--- src/pmadp_consts.vh ---
// constants for the processor memory path adapter
`ifndef PMADP_CONSTS_VH
`define PMADP_CONSTS_VH
// ----------------------------------------
// register map (byte address, all 32 bits decoded)
// ----------------------------------------
`define PMADP_TUNING_ADDR 32'h482af400
`define PMADP_STATUS_ADDR 32'h482af404
`define PMADP_DDR_BASE_ADDR 32'h482af408
`define PMADP_DDR_LIMIT_ADDR 32'h482af40c
`define PMADP_TILED_BASE_ADDR 32'h482af410
`define PMADP_TILED_LIMIT_ADDR 32'h482af414
`define PMADP_CTRL_BASE_ADDR 32'h482af418
`define PMADP_CTRL_LIMIT_ADDR 32'h482af41c
// ----------------------------------------
// fields and reset values
// ----------------------------------------
`define PMADP_TUNING_RST 32'h00000000
`define PMADP_TUNE_SERIAL_BIT 1
`define PMADP_TUNE_DRAIN_BIT 2
`define PMADP_DDR_BASE_RST 32'h80000000
`define PMADP_DDR_LIMIT_RST 32'hffffffff
`define PMADP_TILED_BASE_RST 32'hb0000000
`define PMADP_TILED_LIMIT_RST 32'hbfffffff
`define PMADP_CTRL_BASE_RST 32'h4c000000
`define PMADP_CTRL_LIMIT_RST 32'h4effffff
`define PMADP_PATH_LL 1'b0
`define PMADP_PATH_IC 1'b1
`endif

--- src/pmadp_adapter.v ---
// processor memory path adapter: route decode, write-concurrency guard, apb registers
//
// Chosen here: the APB register port.
`timescale 1ns/1ps
`default_nettype none
`include "pmadp_consts.vh"
// Summary of operation
// - ddr traffic uses low-latency path, interleaved across two memory controllers
// - non-ddr addresses go to the system interconnect path via bridge
// - controller/mapper registers and tiled ddr also use interconnect path
// - concurrent writes on both paths must never deadlock the adapter
// - tuning register; bits 2 and 1 set reduce lockup probability
// - tuning register answers at its address outside cluster space
module pmadp_adapter #(
   parameter CW = 4,
   parameter IL_BIT = 7
) (
   // apb slave
   input wire pclk,
   input wire presetn,
   input wire psel,
   input wire penable,
   input wire pwrite,
   input wire [31:0] paddr,
   input wire [31:0] pwdata,
   output reg [31:0] prdata,
   output wire pready,
   output wire pslverr,
   // processor request
   input wire req_valid,
   input wire req_write,
   input wire [31:0] req_addr,
   output wire req_ready,
   // low-latency path, controller 0
   output reg ll0_valid,
   output reg ll0_write,
   output reg [31:0] ll0_addr,
   input wire ll0_ready,
   input wire ll0_wdone,
   // low-latency path, controller 1
   output reg ll1_valid,
   output reg ll1_write,
   output reg [31:0] ll1_addr,
   input wire ll1_ready,
   input wire ll1_wdone,
   // interconnect path through the bridge
   output reg ic_valid,
   output reg ic_write,
   output reg [31:0] ic_addr,
   input wire ic_ready,
   input wire ic_wdone
);
   // ----------------------------------------
   // registers
   // ----------------------------------------
   reg [31:0] tuning_q;
   reg [31:0] ddr_base_q;
   reg [31:0] ddr_limit_q;
   reg [31:0] tiled_base_q;
   reg [31:0] tiled_limit_q;
   reg [31:0] ctrl_base_q;
   reg [31:0] ctrl_limit_q;
   reg [31:0] stall_cnt_q;
   wire wr_en;
   wire rd_en;
   reg hit;
   assign pready = 1'b1;
   assign wr_en = psel && penable && pwrite;
   // read data is loaded in the setup cycle so it already stands at the pready edge
   assign rd_en = psel && !penable && !pwrite;
   always @*
   begin
      case (paddr)
         `PMADP_TUNING_ADDR, `PMADP_STATUS_ADDR, `PMADP_DDR_BASE_ADDR, `PMADP_DDR_LIMIT_ADDR,
         `PMADP_TILED_BASE_ADDR, `PMADP_TILED_LIMIT_ADDR, `PMADP_CTRL_BASE_ADDR,
         `PMADP_CTRL_LIMIT_ADDR: hit = 1'b1;
         default: hit = 1'b0;
      endcase
   end
   assign pslverr = psel && penable && !hit;
   always @(posedge pclk or negedge presetn)
   begin
      if (!presetn)
      begin
         tuning_q <= `PMADP_TUNING_RST;
         ddr_base_q <= `PMADP_DDR_BASE_RST;
         ddr_limit_q <= `PMADP_DDR_LIMIT_RST;
         tiled_base_q <= `PMADP_TILED_BASE_RST;
         tiled_limit_q <= `PMADP_TILED_LIMIT_RST;
         ctrl_base_q <= `PMADP_CTRL_BASE_RST;
         ctrl_limit_q <= `PMADP_CTRL_LIMIT_RST;
      end
      else if (wr_en)
      begin
         case (paddr)
            `PMADP_TUNING_ADDR: tuning_q <= pwdata;
            `PMADP_DDR_BASE_ADDR: ddr_base_q <= pwdata;
            `PMADP_DDR_LIMIT_ADDR: ddr_limit_q <= pwdata;
            `PMADP_TILED_BASE_ADDR: tiled_base_q <= pwdata;
            `PMADP_TILED_LIMIT_ADDR: tiled_limit_q <= pwdata;
            `PMADP_CTRL_BASE_ADDR: ctrl_base_q <= pwdata;
            `PMADP_CTRL_LIMIT_ADDR: ctrl_limit_q <= pwdata;
            default: tuning_q <= tuning_q;
         endcase
      end
   end
   // ----------------------------------------
   // path decode
   // ----------------------------------------
   wire in_ddr;
   wire in_tiled;
   wire in_ctrl;
   wire go_ic;
   wire ctrl_sel;
   assign in_ddr = (req_addr >= ddr_base_q) && (req_addr <= ddr_limit_q);
   assign in_tiled = (req_addr >= tiled_base_q) && (req_addr <= tiled_limit_q);
   assign in_ctrl = (req_addr >= ctrl_base_q) && (req_addr <= ctrl_limit_q);
   assign go_ic = !in_ddr || in_tiled || in_ctrl ? `PMADP_PATH_IC : `PMADP_PATH_LL;
   assign ctrl_sel = req_addr[IL_BIT];
   // ----------------------------------------
   // write-concurrency guard
   // ----------------------------------------
   // a write may not enter one path while writes are outstanding on the other;
   // with serial mode on this holds for reads too, with drain mode writes wait
   // until their own path has retired too, trading bandwidth for safety
   wire ll0_busy;
   wire ll1_busy;
   wire ic_busy;
   wire ll0_full;
   wire ll1_full;
   wire ic_full;
   wire ll_busy;
   wire serial_on;
   wire drain_on;
   wire blocked;
   wire out_busy;
   wire tgt_full;
   wire take;
   assign ll_busy = ll0_busy || ll1_busy;
   assign serial_on = tuning_q[`PMADP_TUNE_SERIAL_BIT];
   assign drain_on = tuning_q[`PMADP_TUNE_DRAIN_BIT];
   assign blocked = (req_write || serial_on) && (go_ic ? ll_busy : ic_busy);
   assign tgt_full = go_ic ? ic_full : (ctrl_sel ? ll1_full : ll0_full);
   assign out_busy = (ll0_valid && !ll0_ready) || (ll1_valid && !ll1_ready) || (ic_valid && !ic_ready);
   assign take = req_valid && !blocked && !tgt_full && !out_busy
      && !(drain_on && req_write && (go_ic ? ic_busy : ll_busy));
   assign req_ready = take;
   pmadp_port #(.CW(CW)) u_ll0 (
      .pclk(pclk),
      .presetn(presetn),
      .issue(take && req_write && !go_ic && !ctrl_sel),
      .retire(ll0_wdone),
      .busy(ll0_busy),
      .full(ll0_full)
   );
   pmadp_port #(.CW(CW)) u_ll1 (
      .pclk(pclk),
      .presetn(presetn),
      .issue(take && req_write && !go_ic && ctrl_sel),
      .retire(ll1_wdone),
      .busy(ll1_busy),
      .full(ll1_full)
   );
   pmadp_port #(.CW(CW)) u_ic (
      .pclk(pclk),
      .presetn(presetn),
      .issue(take && req_write && go_ic),
      .retire(ic_wdone),
      .busy(ic_busy),
      .full(ic_full)
   );
   // ----------------------------------------
   // forwarding registers
   // ----------------------------------------
   always @(posedge pclk or negedge presetn)
   begin
      if (!presetn)
      begin
         ll0_valid <= 1'b0;
         ll1_valid <= 1'b0;
         ic_valid <= 1'b0;
         ll0_write <= 1'b0;
         ll1_write <= 1'b0;
         ic_write <= 1'b0;
         ll0_addr <= 32'h00000000;
         ll1_addr <= 32'h00000000;
         ic_addr <= 32'h00000000;
         stall_cnt_q <= 32'h00000000;
      end
      else
      begin
         if (ll0_valid && ll0_ready)
            ll0_valid <= 1'b0;
         if (ll1_valid && ll1_ready)
            ll1_valid <= 1'b0;
         if (ic_valid && ic_ready)
            ic_valid <= 1'b0;
         if (req_valid && blocked)
            stall_cnt_q <= stall_cnt_q + 32'h00000001;
         if (take)
         begin
            if (go_ic)
            begin
               ic_valid <= 1'b1;
               ic_write <= req_write;
               ic_addr <= req_addr;
            end
            else if (ctrl_sel)
            begin
               ll1_valid <= 1'b1;
               ll1_write <= req_write;
               ll1_addr <= req_addr;
            end
            else
            begin
               ll0_valid <= 1'b1;
               ll0_write <= req_write;
               ll0_addr <= req_addr;
            end
         end
      end
   end
   // ----------------------------------------
   // read data
   // ----------------------------------------
   always @(posedge pclk or negedge presetn)
   begin
      if (!presetn)
         prdata <= 32'h00000000;
      else if (rd_en)
      begin
         case (paddr)
            `PMADP_TUNING_ADDR: prdata <= tuning_q;
            `PMADP_STATUS_ADDR: prdata <= {stall_cnt_q[27:0], ic_busy, ll1_busy, ll0_busy, blocked};
            `PMADP_DDR_BASE_ADDR: prdata <= ddr_base_q;
            `PMADP_DDR_LIMIT_ADDR: prdata <= ddr_limit_q;
            `PMADP_TILED_BASE_ADDR: prdata <= tiled_base_q;
            `PMADP_TILED_LIMIT_ADDR: prdata <= tiled_limit_q;
            `PMADP_CTRL_BASE_ADDR: prdata <= ctrl_base_q;
            `PMADP_CTRL_LIMIT_ADDR: prdata <= ctrl_limit_q;
            default: prdata <= 32'h00000000;
         endcase
      end
   end
endmodule // pmadp_adapter
`default_nettype wire

--- src/pmadp_port.v ---
// one downstream path port: outstanding write counter and forwarding gate
`timescale 1ns/1ps
`default_nettype none
module pmadp_port #(
   parameter CW = 4
) (
   // clock and reset
   input wire pclk,
   input wire presetn,
   // events
   input wire issue,
   input wire retire,
   // state
   output wire busy,
   output wire full
);
   reg [CW-1:0] cnt_q;
   reg [CW-1:0] cnt_d;
   always @*
   begin
      cnt_d = cnt_q;
      if (issue && !retire)
         cnt_d = cnt_q + {{(CW-1){1'b0}}, 1'b1};
      else if (retire && !issue && cnt_q != {CW{1'b0}})
         cnt_d = cnt_q - {{(CW-1){1'b0}}, 1'b1};
   end
   always @(posedge pclk or negedge presetn)
   begin
      if (!presetn)
         cnt_q <= {CW{1'b0}};
      else
         cnt_q <= cnt_d;
   end
   assign busy = (cnt_q != {CW{1'b0}});
   assign full = (cnt_q == {CW{1'b1}});
endmodule // pmadp_port
`default_nettype wire

--- config.mk ---
export PLATFORM = sky130hd
export DESIGN_NAME = pmadp_adapter
export DESIGN_NICKNAME = d
export VERILOG_FILES = /design/src/pmadp_adapter.v /design/src/pmadp_port.v
export VERILOG_INCLUDE_DIRS = /design/src
export SDC_FILE = /design/constraint.sdc
export NUM_CORES = 1
export LEC_CHECK = 0
export BUFFER_PORTS_ARGS = -buffer_cell sky130_fd_sc_hd__clkbuf_2
export CAP_MARGIN = 10
export CORE_ASPECT_RATIO = 0.8
export CORE_UTILIZATION = 60
export CTS_CLUSTER_SIZE = 8
export DETAILED_ROUTE_END_ITERATION = 8
export GPL_ROUTABILITY_DRIVEN = 0
export HOLD_SLACK_MARGIN = 0.03
export PLACE_DENSITY = 0.81
export REMOVE_ABC_BUFFERS = 1
export SYNTH_ARGS = -nofsm -noshare
export SYNTH_HDL_FRONTEND = slang
export SYNTH_SLANG_ARGS = --single-unit
export TNS_END_PERCENT = 20
--- constraint.sdc ---
create_clock -name pclk -period 5.5 [get_ports pclk]
set_clock_uncertainty 0.1 [all_clocks]
set_input_delay 0 -clock pclk [delete_from_list [all_inputs] [get_ports pclk]]
set_output_delay 0 -clock pclk [all_outputs]
set_load 0.03 [all_outputs]
==> impl_metrics.csv <==
group,metric,value,unit
outcome,outcome,"finished, final reports clean",
clock_network,cts_buffer_depth,3,
setup_path,worstSetupEndpointType,"flop",
global_route,grt_pass1_vias,18626,
yosys,ys_warn_count,0,
clock_network,htreeDepth,2,
timing,finalMaxSlewViolations,0,
pwr,power_leakage,12.2,nW
yosys,postSynthCellCount,1931,
placed_design,detailed_place_hpwl,44200,um
timing,whs,0.165,ns
pwr,power_density,326,nW/um^2
timing,tns,0,ns
timing,rsz0062_at_grt,"false",
clock_network,cts_hold_buf,82,
routing,drt-initial-drc-count,1934,
clock_network,cts_setup_buffers,0,
clock_network,cts_root_buf,"clkbuf_16",
layout,final_util,73.0,%
yosys,synth_area_leaders,"dfrtp_1, mux2_2, dfstp_2, ha_1, inv_1",
routing,wl,67100,um
floorplanning,row_count,62,
clock_network,cts_resized,0,
timing,fin_crit_sh,90.0,%
setup_path,crit_slowest_cell,"nor4_1",
yosys,ys_seq_area_share,45.5,%
setup_path,cp_num_buf_inv,1,
setup_path,critPathKind,"reg2reg",
placed_design,pre_cts_ws,0.710,ns
floorplanning,die_x,217,um
setup_path,critPathTopFamily,"simple AND/OR/NAND/NOR gates",
clock_network,cts_sinks,397,
placed_design,port_buffers,243,
setup_path,required,5.86,ns
global_route,antenna_found_initial,1,
yosys,synth_edf_count,0,
global_route,grtUsageTotal,36.0,%
yosys,yosysMostFrequentCell,"dfrtp_1",
floorplanning,die_area,37600,um^2
yosys,avgSynthCellArea,11.5,um^2
routing,via_per_inst,6.41,
floorplanning,start_util,61.3,%
routing,num_vias,17942,
yosys,synth_top_cell_by_area,"dfrtp_1",
yosys,synth_common_cells,"dfrtp_1, mux2_2, inv_1, ha_1, dfstp_2",
yosys,yosysTopAreaCellShare,33.8,%
yosys,async_flop_share,100,%
timing,fin_crit,4.95,ns
routing,firstDrtPassIters,7,
timing,tightest_slew,1.33,ns
timing,max-slew-margin-rel,11.5,%
timing,finalWorstSetupSlack,0.550,ns
yosys,synth_ff_type,"dfrtp_1",
setup_path,cp-start-kind,"flop",
clock_network,cts_buffers,55,
routing,drc_errors,0,
setup_path,max_stage_delay,0.77,ns
timing,setup_viol_count_final,0,
clock_network,cts_tree,"done",
setup_path,crit_path_max_fanout,6,
routing,wl_per_cell,24.0,um
pwr,power,8.60,mW
pwr,max-vdd-ir-drop,0.313,mV
global_route,overflow,0,
clock_network,clk_latency,0.59,ns
floorplanning,die_height,174,um
layout,syn_to_final_growth,19.1,%
timing,fmax,0.202,GHz
timing,hold_viol,0,
floorplanning,coreArea,36100,um^2
layout,final_nets,2583,
yosys,synth_cell_type_count,74,
global_route,grt_pass1_wl,105000,um
layout,num-fill-cells,2466,
layout,layout-drive-gt1-share,32.3,%
run,maxCapViolCount,0,
global_route,grt_max_degree,167,
setup_path,arrival,5.31,ns
setup_path,crit_chain,"inv_1, ha_1, nand4_1, nor4_1, nand3_1, o21a_1, o22a_1, a31oi_1, nand2b_1, ha_1, a21o_1, a21oi_1, or3_1, a311o_1, o211ai_1, nand3_1",
clock_network,clk_pin_slew,0.05,ns
routing,ant_nets,0,
yosys,netlist_area,22100,um^2
hold_path,hp-class,"in2reg",
yosys,synth-seq-cells,397,
floorplanning,io_pins,246,
## logic make-up after synthesis
family,share of synthesized area (%)
fa+ha+maj,11.5
buf+inv,4.79
compound gates,12.8
xor+xnor,1.43
simple gates,7.23
flops,45.5
other cells,0.0340
mux,16.8
## through the flow
| step | instance area, um^2 | std cells |
|---|---|---|
| finish | 26400 | 2797 |
| global route | 26300 | 2796 |
| CTS | 26300 | 2796 |
| detailed placement | 24000 | 2613 |
| global placement | 23900 | 2612 |
| floorplan | 21800 | 1859 |
## where the power goes
| group | internal, mW | switching [mW] |
|---|---|---|
| Combinational | 0.691 | 1.26 |
| Sequential | 3.28 | 0.246 |
| Clock | 1.86 | 1.26 |
## area by class of cell
type | count | area [um^2] | area share (%)
well taps | 480 | 601 | 2.28
inverters | 203 | 762 | 2.89
multi-input cells | 1259 | 11100 | 41.9
flip-flops and latches | 397 | 10100 | 38.2
diodes | 1 | 2.50 | 0.00950
repair buffers | 356 | 2320 | 8.81
clock buffers | 100 | 1550 | 5.86
clock inverters | 1 | 8.76 | 0.0332
## sequential cells by signal, indices dropped and copies added, names as in the netlist
signal	count
ll0_valid	1
ic_write	1
ll0_write	1
tuning_q	32
ddr_limit_q	32
u_ic.cnt_q	4
ctrl_base_q	32
ddr_base_q	32
u_ll1.cnt_q	4
ll1_valid	1
ll1_write	1
u_ll0.cnt_q	4
stall_cnt_q	28
tiled_base_q	32
prdata	32
ll1_addr	32
ic_addr	32
ctrl_limit_q	32
ic_valid	1
tiled_limit_q	32
ll0_addr	31
## path summary, 6_finish.rpt
check | from | cells past startpoint | slack [ns] | end
worst max-delay path | tiled_limit_q[14] | 16 | 0.55 | u_ic.cnt_q[3]
worst min-delay path | req_addr[0] | 3 | 0.16 | ll1_addr[0]
worst max register to register | tiled_limit_q[14] | 16 | 0.55 | u_ic.cnt_q[3]
worst min register to register | prdata[21] | 1 | 0.37 | prdata[21]
max in group asynchronous | presetn | 4 | 3.58 | ll0_addr[29]
min in group asynchronous | presetn | 3 | 0.47 | tuning_q[15]
## per-layer routing
metal / track usage, % / vias up / routed length (um)
li1: - / 7775 / -
met2: 55.2 / 1009 / 30200
met5: 0 / - / 0
met3: 6.93 / 225 / 6750
met4: 16.0 / 0 / 2970
met1: 49.7 / 8933 / 27200
## tightest hold or removal path: cells and delay by family
| kind | cells | cell delay, ns |
|---|---|---|
| muxes | 1 | 0.14 |
| buffers and inverters | 2 | 0.67 |
## layout by cell type, fill, tap and decap left out, types with 9 or more instances in the layout
cell | netlist | layout
a211oi_1 | 11 | 11
nand3_1 | 31 | 28
buf_4 | 5 | 28
nor4_1 | 10 | 10
o21ai_0 | 30 | 30
a22oi_1 | 62 | 62
nand4_1 | 42 | 42
a22o_1 | 35 | 35
dlygate4sd3_1 | 0 | 81
a21oi_1 | 96 | 96
and4_1 | 9 | 9
mux2_2 | 293 | 293
inv_1 | 203 | 203
xor2_1 | 23 | 23
dfstp_2 | 98 | 98
dfrtp_1 | 299 | 299
clkbuf_2 | 0 | 242
nor3_1 | 13 | 11
nor2_1 | 42 | 36
mux2_1 | 31 | 31
clkbuf_1 | 46 | 45
nand2_1 | 70 | 69
a221oi_1 | 36 | 36
clkbuf_16 | 0 | 55
nand2b_1 | 11 | 11
xnor2_1 | 13 | 13
ha_1 | 199 | 199
a31oi_1 | 34 | 34
a21o_1 | 51 | 51
No activity file was read; power rests on OpenSTA's default activity.
